File: config.mk
export PLATFORM = sky130hd
export DESIGN_NAME = ric_top
export DESIGN_NICKNAME = d
export VERILOG_FILES = /design/src/rtl/ric_pkg.sv /design/src/rtl/ric_bank_if.sv /design/src/rtl/ric_setclr_reg.sv /design/src/rtl/ric_evt_src.sv /design/src/rtl/ric_top.sv
export SDC_FILE = /design/constraint.sdc
export NUM_CORES = 1
export LEC_CHECK = 0
export ABC_AREA = 1
export BUFFER_PORTS_ARGS = -buffer_cell sky130_fd_sc_hd__buf_2
export CAP_MARGIN = 20
export CORE_MARGIN = 2
export CORE_UTILIZATION = 37
export DETAILED_ROUTE_END_ITERATION = 10
export PLACE_DENSITY = 0.56
export SLEW_MARGIN = 20
export SYNTH_ARGS = -nofsm -noshare
export SYNTH_HDL_FRONTEND = slang
export SYNTH_SLANG_ARGS = --single-unit
File: constraint.sdc
create_clock -name clock -period 1.7 [get_ports clock]
set_input_delay 0.34 -clock clock [delete_from_list [all_inputs] [get_ports clock]]
set_output_delay 0.34 -clock clock [all_outputs]
set_load 0.02 [all_outputs]
File: src/rtl/ric_pkg.sv
// Purpose: Shared constants and helpers of the reader interrupt controller.
// Assumes: Registers are 8 bits wide on a plain strobe port.
// Notes: Flag and enable registers use bit 7 as the set or clear selector.
package ric_pkg;
	localparam int RIC_DW = 8;
	localparam int RIC_AW = 4;
	localparam int RIC_FW = 7;
	localparam int RIC_NBANK = 4;
	// ==========================================================
	// Register offsets
	localparam logic [RIC_AW-1:0] OFS_FLAGS_A = 4'h0;
	localparam logic [RIC_AW-1:0] OFS_FLAGS_B = 4'h1;
	localparam logic [RIC_AW-1:0] OFS_ENABLE_A = 4'h2;
	localparam logic [RIC_AW-1:0] OFS_ENABLE_B = 4'h3;
	localparam logic [RIC_AW-1:0] OFS_STATUS = 4'h4;
	localparam logic [RIC_AW-1:0] OFS_CTRL = 4'h5;
	localparam logic [RIC_AW-1:0] OFS_LEVEL = 4'h6;
	// ==========================================================
	// Field positions
	localparam int SETCLR_BIT = 7;
	localparam int FA_RX_SOF = 0;
	localparam int FA_COMM_ERROR = 1;
	localparam int FA_RX_DONE = 2;
	localparam int FA_TX_DONE = 3;
	localparam int FA_COMMAND_DONE = 4;
	localparam int FA_FIFO_LOW = 5;
	localparam int FA_FIFO_HIGH = 6;
	localparam int FB_TIMER0 = 0;
	localparam int FB_NTIMER = 4;
	localparam int FB_CARD_DETECT = 4;
	localparam int FB_ANY_SOURCE = 6;
	localparam int ST_IRQ_BIT = 0;
	localparam int CTRL_PIN_EN_BIT = 0;
	// ==========================================================
	// Reset values and codes
	localparam logic [RIC_FW-1:0] FLAGS_RST = 7'h00;
	localparam logic [RIC_DW-1:0] CTRL_RST = 8'h00;
	localparam logic [RIC_DW-1:0] LEVEL_RST = 8'h08;
	localparam logic [RIC_DW-1:0] RDATA_ZERO = 8'h00;
	localparam logic [3:0] CMD_IDLE = 4'h0;
	localparam logic [1:0] SYNC_RST = 2'h0;

	typedef enum logic [1:0] {
		RIC_ACC_NONE = 2'b00,
		RIC_ACC_WRITE = 2'b01,
		RIC_ACC_READ = 2'b10
	} ric_acc_t;

	// ==========================================================
	// Address match used by both the write and read decoders.
	function automatic logic ric_hit(input logic [RIC_AW-1:0] a, input logic [RIC_AW-1:0] o);
		ric_hit = (a == o);
	endfunction
endpackage

File: src/rtl/ric_bank_if.sv
// Purpose: Carries one set or clear register between the top and its bank.
// Assumes: Single clock domain.
// Notes: hw_set wins over a software clear in the same cycle.
`timescale 1ns/1ps
interface ric_bank_if;
	logic wr;
	logic [7:0] wdata;
	logic [6:0] hw_set;
	logic [6:0] q;
	modport ctl (output wr, output wdata, output hw_set, input q);
	modport bank (input wr, input wdata, input hw_set, output q);
endinterface

File: src/rtl/ric_setclr_reg.sv
// Purpose: Seven bit register written through the bit 7 set or clear selector.
// Assumes: Strobe comes from logic on the same clock.
// Notes: Hardware set has priority over a software clear.
`timescale 1ns/1ps
module ric_setclr_reg
	import ric_pkg::*;
(
	input wire logic clock,
	input wire logic rst_n,
	ric_bank_if.bank b
);
	typedef struct packed {
		logic [RIC_FW-1:0] q;
	} ric_scr_t;

	ric_scr_t st_r;
	ric_scr_t st_nxt;

	always_comb begin
		st_nxt = st_r;
		if (b.wr) begin
			if (b.wdata[SETCLR_BIT]) begin
				st_nxt.q = st_r.q | b.wdata[RIC_FW-1:0];
			end else begin
				st_nxt.q = st_r.q & ~b.wdata[RIC_FW-1:0];
			end
		end
		st_nxt.q = st_nxt.q | b.hw_set;
	end

	always_ff @(posedge clock or negedge rst_n) begin
		if (!rst_n) begin
			st_r <= '{q: FLAGS_RST};
		end else begin
			st_r <= st_nxt;
		end
	end

	assign b.q = st_r.q;
endmodule // ric_setclr_reg

File: src/rtl/ric_evt_src.sv
// Purpose: Turns raw source conditions into per cycle flag set requests.
// Assumes: All inputs come from logic on the same clock.
// Notes: Level sources request a set in every cycle their condition holds.
`timescale 1ns/1ps
module ric_evt_src
	import ric_pkg::*;
#(
	parameter int FIFO_DEPTH = 512,
	parameter int CNT_W = 10
)
(
	input wire logic clock,
	input wire logic rst_n,
	input wire logic [3:0] timer_underflow,
	input wire logic tx_end,
	input wire logic rx_end,
	input wire logic rx_sof,
	input wire logic card_detect,
	input wire logic [7:0] comm_error_bits,
	input wire logic [3:0] cmd_code,
	input wire logic [CNT_W-1:0] fifo_count,
	input wire logic [7:0] fifo_threshold_level,
	output logic [6:0] ev_a,
	output logic [6:0] ev_b
);
	localparam logic [CNT_W-1:0] DEPTH_C = CNT_W'(FIFO_DEPTH);

	typedef struct packed {
		logic was_idle;
	} ric_evs_t;

	ric_evs_t st_r;
	ric_evs_t st_nxt;
	logic [CNT_W-1:0] lvl;

	always_comb begin
		st_nxt = st_r;
		st_nxt.was_idle = (cmd_code == CMD_IDLE);
	end

	always_ff @(posedge clock or negedge rst_n) begin
		if (!rst_n) begin
			st_r <= '{was_idle: 1'b1};
		end else begin
			st_r <= st_nxt;
		end
	end

	assign lvl = CNT_W'(fifo_threshold_level);

	always_comb begin
		ev_a = '0;
		ev_b = '0;
		ev_a[FA_RX_SOF] = rx_sof;
		ev_a[FA_COMM_ERROR] = |comm_error_bits;
		ev_a[FA_RX_DONE] = rx_end;
		ev_a[FA_TX_DONE] = tx_end;
		ev_a[FA_COMMAND_DONE] = !st_r.was_idle && (cmd_code == CMD_IDLE);
		ev_a[FA_FIFO_HIGH] = fifo_count >= (DEPTH_C - lvl);
		ev_a[FA_FIFO_LOW] = fifo_count <= lvl;
		ev_b[FB_TIMER0 +: FB_NTIMER] = timer_underflow;
		ev_b[FB_CARD_DETECT] = card_detect;
	end
endmodule // ric_evt_src

File: src/rtl/ric_top.sv
// Purpose: Interrupt controller of a contactless reader frontend.
// Assumes: Event sources and the register port run on clock.
// Notes: Registers sit at the offsets in ric_pkg, read data follow one cycle later.
//
// The strobed register port and the register addresses were left to the implementer.
`timescale 1ns/1ps
module ric_top
	import ric_pkg::*;
#(
	parameter int FIFO_DEPTH = 512,
	parameter int CNT_W = 10
)
(
	input wire logic clock,
	input wire logic arst_n,
	input wire logic [RIC_AW-1:0] reg_addr,
	input wire logic [RIC_DW-1:0] reg_wdata,
	input wire logic reg_wr,
	input wire logic reg_rd,
	output logic [RIC_DW-1:0] reg_rdata,
	input wire logic [3:0] timer_underflow,
	input wire logic tx_end,
	input wire logic rx_end,
	input wire logic rx_sof,
	input wire logic card_detect,
	input wire logic [7:0] comm_error_bits,
	input wire logic [3:0] cmd_code,
	input wire logic [CNT_W-1:0] fifo_count,
	output logic irq_pin
);
	// ==========================================================
	// Reset release
	logic [1:0] rst_sync_r;
	logic rst_n;

	always_ff @(posedge clock or negedge arst_n) begin
		if (!arst_n) begin
			rst_sync_r <= SYNC_RST;
		end else begin
			rst_sync_r <= {rst_sync_r[0], 1'b1};
		end
	end

	assign rst_n = rst_sync_r[1];

	// ==========================================================
	// State
	typedef struct packed {
		logic [RIC_DW-1:0] rdata;
		logic irq;
		logic summary;
		logic [RIC_DW-1:0] ctrl;
		logic [RIC_DW-1:0] level;
	} ric_top_t;

	ric_top_t st_r;
	ric_top_t st_nxt;

	// ==========================================================
	// Flag and enable banks
	ric_bank_if bif [RIC_NBANK] ();
	logic [RIC_NBANK-1:0] bank_wr;
	logic [RIC_AW-1:0] bank_ofs [RIC_NBANK];
	logic [6:0] bank_hw [RIC_NBANK];
	logic [6:0] ev_a;
	logic [6:0] ev_b;
	logic [6:0] flags_a;
	logic [6:0] flags_b;
	logic [6:0] en_a;
	logic [6:0] en_b;
	logic any_other;
	logic pending;
	ric_acc_t acc;

	assign bank_ofs[0] = OFS_FLAGS_A;
	assign bank_ofs[1] = OFS_FLAGS_B;
	assign bank_ofs[2] = OFS_ENABLE_A;
	assign bank_ofs[3] = OFS_ENABLE_B;

	always_comb begin
		if (reg_wr) begin
			acc = RIC_ACC_WRITE;
		end else if (reg_rd) begin
			acc = RIC_ACC_READ;
		end else begin
			acc = RIC_ACC_NONE;
		end
	end

	genvar gi;
	generate
		for (gi = 0; gi < RIC_NBANK; gi++) begin : g_bank
			assign bank_wr[gi] = (acc == RIC_ACC_WRITE) && ric_hit(reg_addr, bank_ofs[gi]);
			assign bif[gi].wr = bank_wr[gi];
			assign bif[gi].wdata = reg_wdata;
			assign bif[gi].hw_set = bank_hw[gi];
			ric_setclr_reg u_reg (
				.clock(clock),
				.rst_n(rst_n),
				.b(bif[gi])
			);
		end
	endgenerate

	assign flags_a = bif[0].q;
	assign flags_b = bif[1].q;
	assign en_a = bif[2].q;
	assign en_b = bif[3].q;

	// ==========================================================
	// Event sources
	ric_evt_src #(
		.FIFO_DEPTH(FIFO_DEPTH),
		.CNT_W(CNT_W)
	) u_src (
		.clock(clock),
		.rst_n(rst_n),
		.timer_underflow(timer_underflow),
		.tx_end(tx_end),
		.rx_end(rx_end),
		.rx_sof(rx_sof),
		.card_detect(card_detect),
		.comm_error_bits(comm_error_bits),
		.cmd_code(cmd_code),
		.fifo_count(fifo_count),
		.fifo_threshold_level(st_r.level),
		.ev_a(ev_a),
		.ev_b(ev_b)
	);

	always_comb begin
		logic [6:0] others_b;
		others_b = flags_b & en_b;
		others_b[FB_ANY_SOURCE] = 1'b0;
		any_other = |(flags_a & en_a) || |others_b;
	end

	always_comb begin
		bank_hw[0] = ev_a;
		bank_hw[1] = ev_b;
		bank_hw[1][FB_ANY_SOURCE] = any_other;
		bank_hw[2] = '0;
		bank_hw[3] = '0;
	end

	assign pending = |(flags_a & en_a) || |(flags_b & en_b);

	// ==========================================================
	// Register port, summary and pin
	always_comb begin
		st_nxt = st_r;
		st_nxt.rdata = RDATA_ZERO;
		st_nxt.summary = pending;
		st_nxt.irq = pending && st_r.ctrl[CTRL_PIN_EN_BIT];
		if (acc == RIC_ACC_WRITE) begin
			if (ric_hit(reg_addr, OFS_CTRL)) begin
				st_nxt.ctrl = reg_wdata;
			end else if (ric_hit(reg_addr, OFS_LEVEL)) begin
				st_nxt.level = reg_wdata;
			end
		end else if (acc == RIC_ACC_READ) begin
			if (ric_hit(reg_addr, OFS_FLAGS_A)) begin
				st_nxt.rdata = {1'b0, flags_a};
			end else if (ric_hit(reg_addr, OFS_FLAGS_B)) begin
				st_nxt.rdata = {1'b0, flags_b};
			end else if (ric_hit(reg_addr, OFS_ENABLE_A)) begin
				st_nxt.rdata = {1'b0, en_a};
			end else if (ric_hit(reg_addr, OFS_ENABLE_B)) begin
				st_nxt.rdata = {1'b0, en_b};
			end else if (ric_hit(reg_addr, OFS_STATUS)) begin
				st_nxt.rdata[ST_IRQ_BIT] = st_r.summary;
			end else if (ric_hit(reg_addr, OFS_CTRL)) begin
				st_nxt.rdata = st_r.ctrl;
			end else if (ric_hit(reg_addr, OFS_LEVEL)) begin
				st_nxt.rdata = st_r.level;
			end
		end
	end

	always_ff @(posedge clock or negedge rst_n) begin
		if (!rst_n) begin
			st_r <= '{rdata: RDATA_ZERO, irq: 1'b0, summary: 1'b0,
				ctrl: CTRL_RST, level: LEVEL_RST};
		end else begin
			st_r <= st_nxt;
		end
	end

	assign reg_rdata = st_r.rdata;
	assign irq_pin = st_r.irq;
endmodule // ric_top

==> results.md <==
* Number of core rows at 34
* CTS tree: yes
* Setup crit start kind: flop
* Syn nets at 496
* IO Count at 55
* Worst reg2reg startpoint: st_r[1]
* WL per Instance at 14.41 µm
* H-tree depth at 3
* RSZ-0062 raised after global routing: yes
* DRC at 0
* Clock buffer count from CTS at 9
* RR Endpoint: g_bank[0].u_reg.b.q[6]
* Final Slew Violations at 0
* Total clock sinks at 57
* Vias in the first global route at 3097
* Clk pwr share at 0.288
* Crit path required time at 1.92 ns
* Hold path endpoint: u_src.st_r
* Gr usage total at 0.1933
* Final instance area at 4168 µm²
* Die W at 99.77 µm
* Fmax at 490.4 MHz
* 1st-pass router iterations at 4
* Final TNS setup at -0.3391 ns
* ANT nets after route at 0
* Port Buffers at 54
* Post-DP Area at 3904 µm²
* CTS clock-pin slew for the worst setup and hold paths at 0.06 ns
* Vias at 3081
* Sequential share of the synthesized area at 0.4211
* Final wirelength at 9008 µm
* CP max FO at 3
* Pint at 2.705 mW
* Post-synthesis cell area at 3393 µm²
* Full die area at 9953 µm²
* Endpoint class of the critical path: flop
* Hold depth at 2
* Nets at 576
* Count of yosys warnings during synthesis at 0
* Sw Ratio at 0.3268
* Filler cell count at 897
* Fin worst setup slack at -0.3391 ns
* Final worst path period share at 1.199
* Initial antenna violation count at 0
* Commonest non-fill, non-tap cells in the layout: 132 x nand2_1, 54 x dfrtp_1, 54 x buf_2
* Synth Area per Inst at 7.855 µm²
* Fin crit period at 2.039 ns
* Reg2Reg Setup Slack at -0.34 ns
* Longest Clk Path Bufs at 2
* Synth unique cells at 34
* Reg2Reg Depth at 10
* Maxcap violations at 0
* Worst skew pair latency at 0.34 ns
* Largest net degree at the start of global routing at 45
* Reg area at 1430 µm²
* Dpl ws at -0.3638 ns
* Setup-failing EPs final at 1
* Arr. time, crit path at 2.26 ns
* Multi-input logic area at 1758 µm²
* Worst hold path type: in2reg
* Failing checks: setup timing
* Initial core utilization at 0.3853
* Vias per inst at 4.930
* Cell Pwr Density at 964.1 nW/µm²
* Antenna fix cells at 0
* Register share of total power at 0.418
* Total global routing overflow at 0
* Commonest non-fill, non-tap cell in the layout: nand2_1
* Mapped Cells at 432
* CORE AREA at 8806 µm²
* RePlAce Congestion at 0.8520
* Hold wc startpoint: cmd_code[2]
* HPWL after detailed placement at 6958 µm
* Switch Pwr at 1.313 mW
* Total power draw at 4.018 mW
* Die height at 99.77 µm
* Number of synthesized register bits at 57
* Status: finished, violations left
* Post-layout util at 0.4733
* Leakage at 2.073 nW
* Layout cells sized above 1 at 0.2747
* DRT iter0 DRCs at 200
* Final Hold Viols at 0
* Layout Area Growth over Synthesis at 22.82%
* Max IR drop VDD at 0.6797 mV
* First-pass GRT wire length at 14860 µm
* Root buf cell: clkbuf_8
* Clock skew at 0.01172 ns
* CP Class: reg2reg
* Comb pwr share at 0.295
[cells in the mapped netlist]
library cell  instances  area (µm²)
a21boi_0              2       15.01
a21o_1                1       7.510
a21oi_1              18       90.09
a31oi_1               3       18.77
buf_2                 2       10.01
buf_4                 8       60.06
buf_6                 2       22.52
clkbuf_1              1       3.750
conb_1                1       3.750
dfrtp_1              55        1376
dfstp_2               2       52.55
ha_1                 18       225.2
inv_1                37       138.9
inv_2                 7       26.28
nand2_1             133       499.2
nand2_2               3       18.77
nand2_4               2       22.52
nand3_1              15       75.07
nand3b_1              1       7.510
nand4_1              10       62.56
nor2_1               32       120.1
nor2_2                1       6.260
nor2_4                5       56.30
nor3_1                3       15.01
nor3_2                2       20.02
nor3_4                2       32.53
nor4_1                3       18.77
o211ai_1              2       15.01
o21a_1                1       7.510
o21ai_0              30       150.1
o21ai_1              12       60.06
o21ai_2              11       96.34
or2_2                 1       6.260
xor2_1                6       52.55
[worst max path at each step]
stage,start,endpoint,slack (ns),cells past startpoint
3_3_place_gp,st_r[0],g_bank[0].u_reg.b.q[6],-0.24,10
3_5_place_dp,st_r[0],g_bank[0].u_reg.b.q[6],-0.36,13
6_report,st_r[1],g_bank[0].u_reg.b.q[6],-0.34,10
4_1_cts,st_r[2],g_bank[0].u_reg.b.q[6],-0.33,10
2_1_floorplan,st_r[0],g_bank[0].u_reg.b.q[6],-0.17,10
5_1_grt,st_r[1],g_bank[0].u_reg.b.q[6],-0.46,10
[metal layers]
layer  up-vias  wire length (µm)  GRT usage
met5         -                 0          0
met4         0               123    0.06428
met3        10               517    0.04006
met2        84              4097     0.3082
met1      1418              4270     0.2631
li1       1569                 -          -
[power groups by stage]
stage	Sequential [mW]	Combinational [mW]	Clock, mW
floorplan	1.69	0.671	0
global placement	1.70	1.07	0
detailed placement	1.70	1.10	0
CTS	1.68	1.13	1.18
global route	1.71	1.34	1.25
finish	1.68	1.18	1.16
[worst max-delay path: stages (launching register included)]
cell     delay [ns]
dfrtp_1        0.40
nor3_2         0.21
nand3_1        0.13
nor3_2         0.22
xor2_1         0.18
ha_1           0.28
a21oi_2        0.16
o21a_1         0.13
nand2_1        0.05
nor2_1         0.09
nand3_1        0.07
[what timing repair did]
item	4_1_cts	5_1_grt
pin swaps	1	7
setup buffers	0	2
endpoints found under the setup margin	2	2
hold buffers	1	0
endpoints found under the hold margin	2	0
gates resized for setup	4	7
[final cells by class]
| class | instances | share of cell area |
|---|---|---|
| clock buffers | 13 | 0.04053 |
| clock inverters | 3 | 0.003603 |
| inverters | 44 | 0.03963 |
| multi-input cells | 318 | 0.4218 |
| flip-flops and latches | 57 | 0.3431 |
| well taps | 108 | 0.03242 |
| repair buffers | 82 | 0.1189 |
[metrics by stage]
stage,std cells,hold WS (ns)
finish,625,0.1301
global placement,606,0.1243
CTS,623,0.1090
detailed placement,606,0.1258
global route,625,0.1254
floorplan,432,0.04441
[cells by family (layout without fill, tap and decap cells)]
logic type | Yosys count | count (layout) | synth area share
xor gates and xnor gates | 6 | 6 | 0.01549
AOI/OAI and AO/OA | 80 | 80 | 0.1357
adders and majority gates | 18 | 18 | 0.06637
other | 1 | 1 | 0.001105
and+or+nand+nor | 213 | 213 | 0.2832
buffers and inverters | 57 | 142 | 0.07706
DFF | 57 | 57 | 0.4211
(Power assumes the default switching activity.)
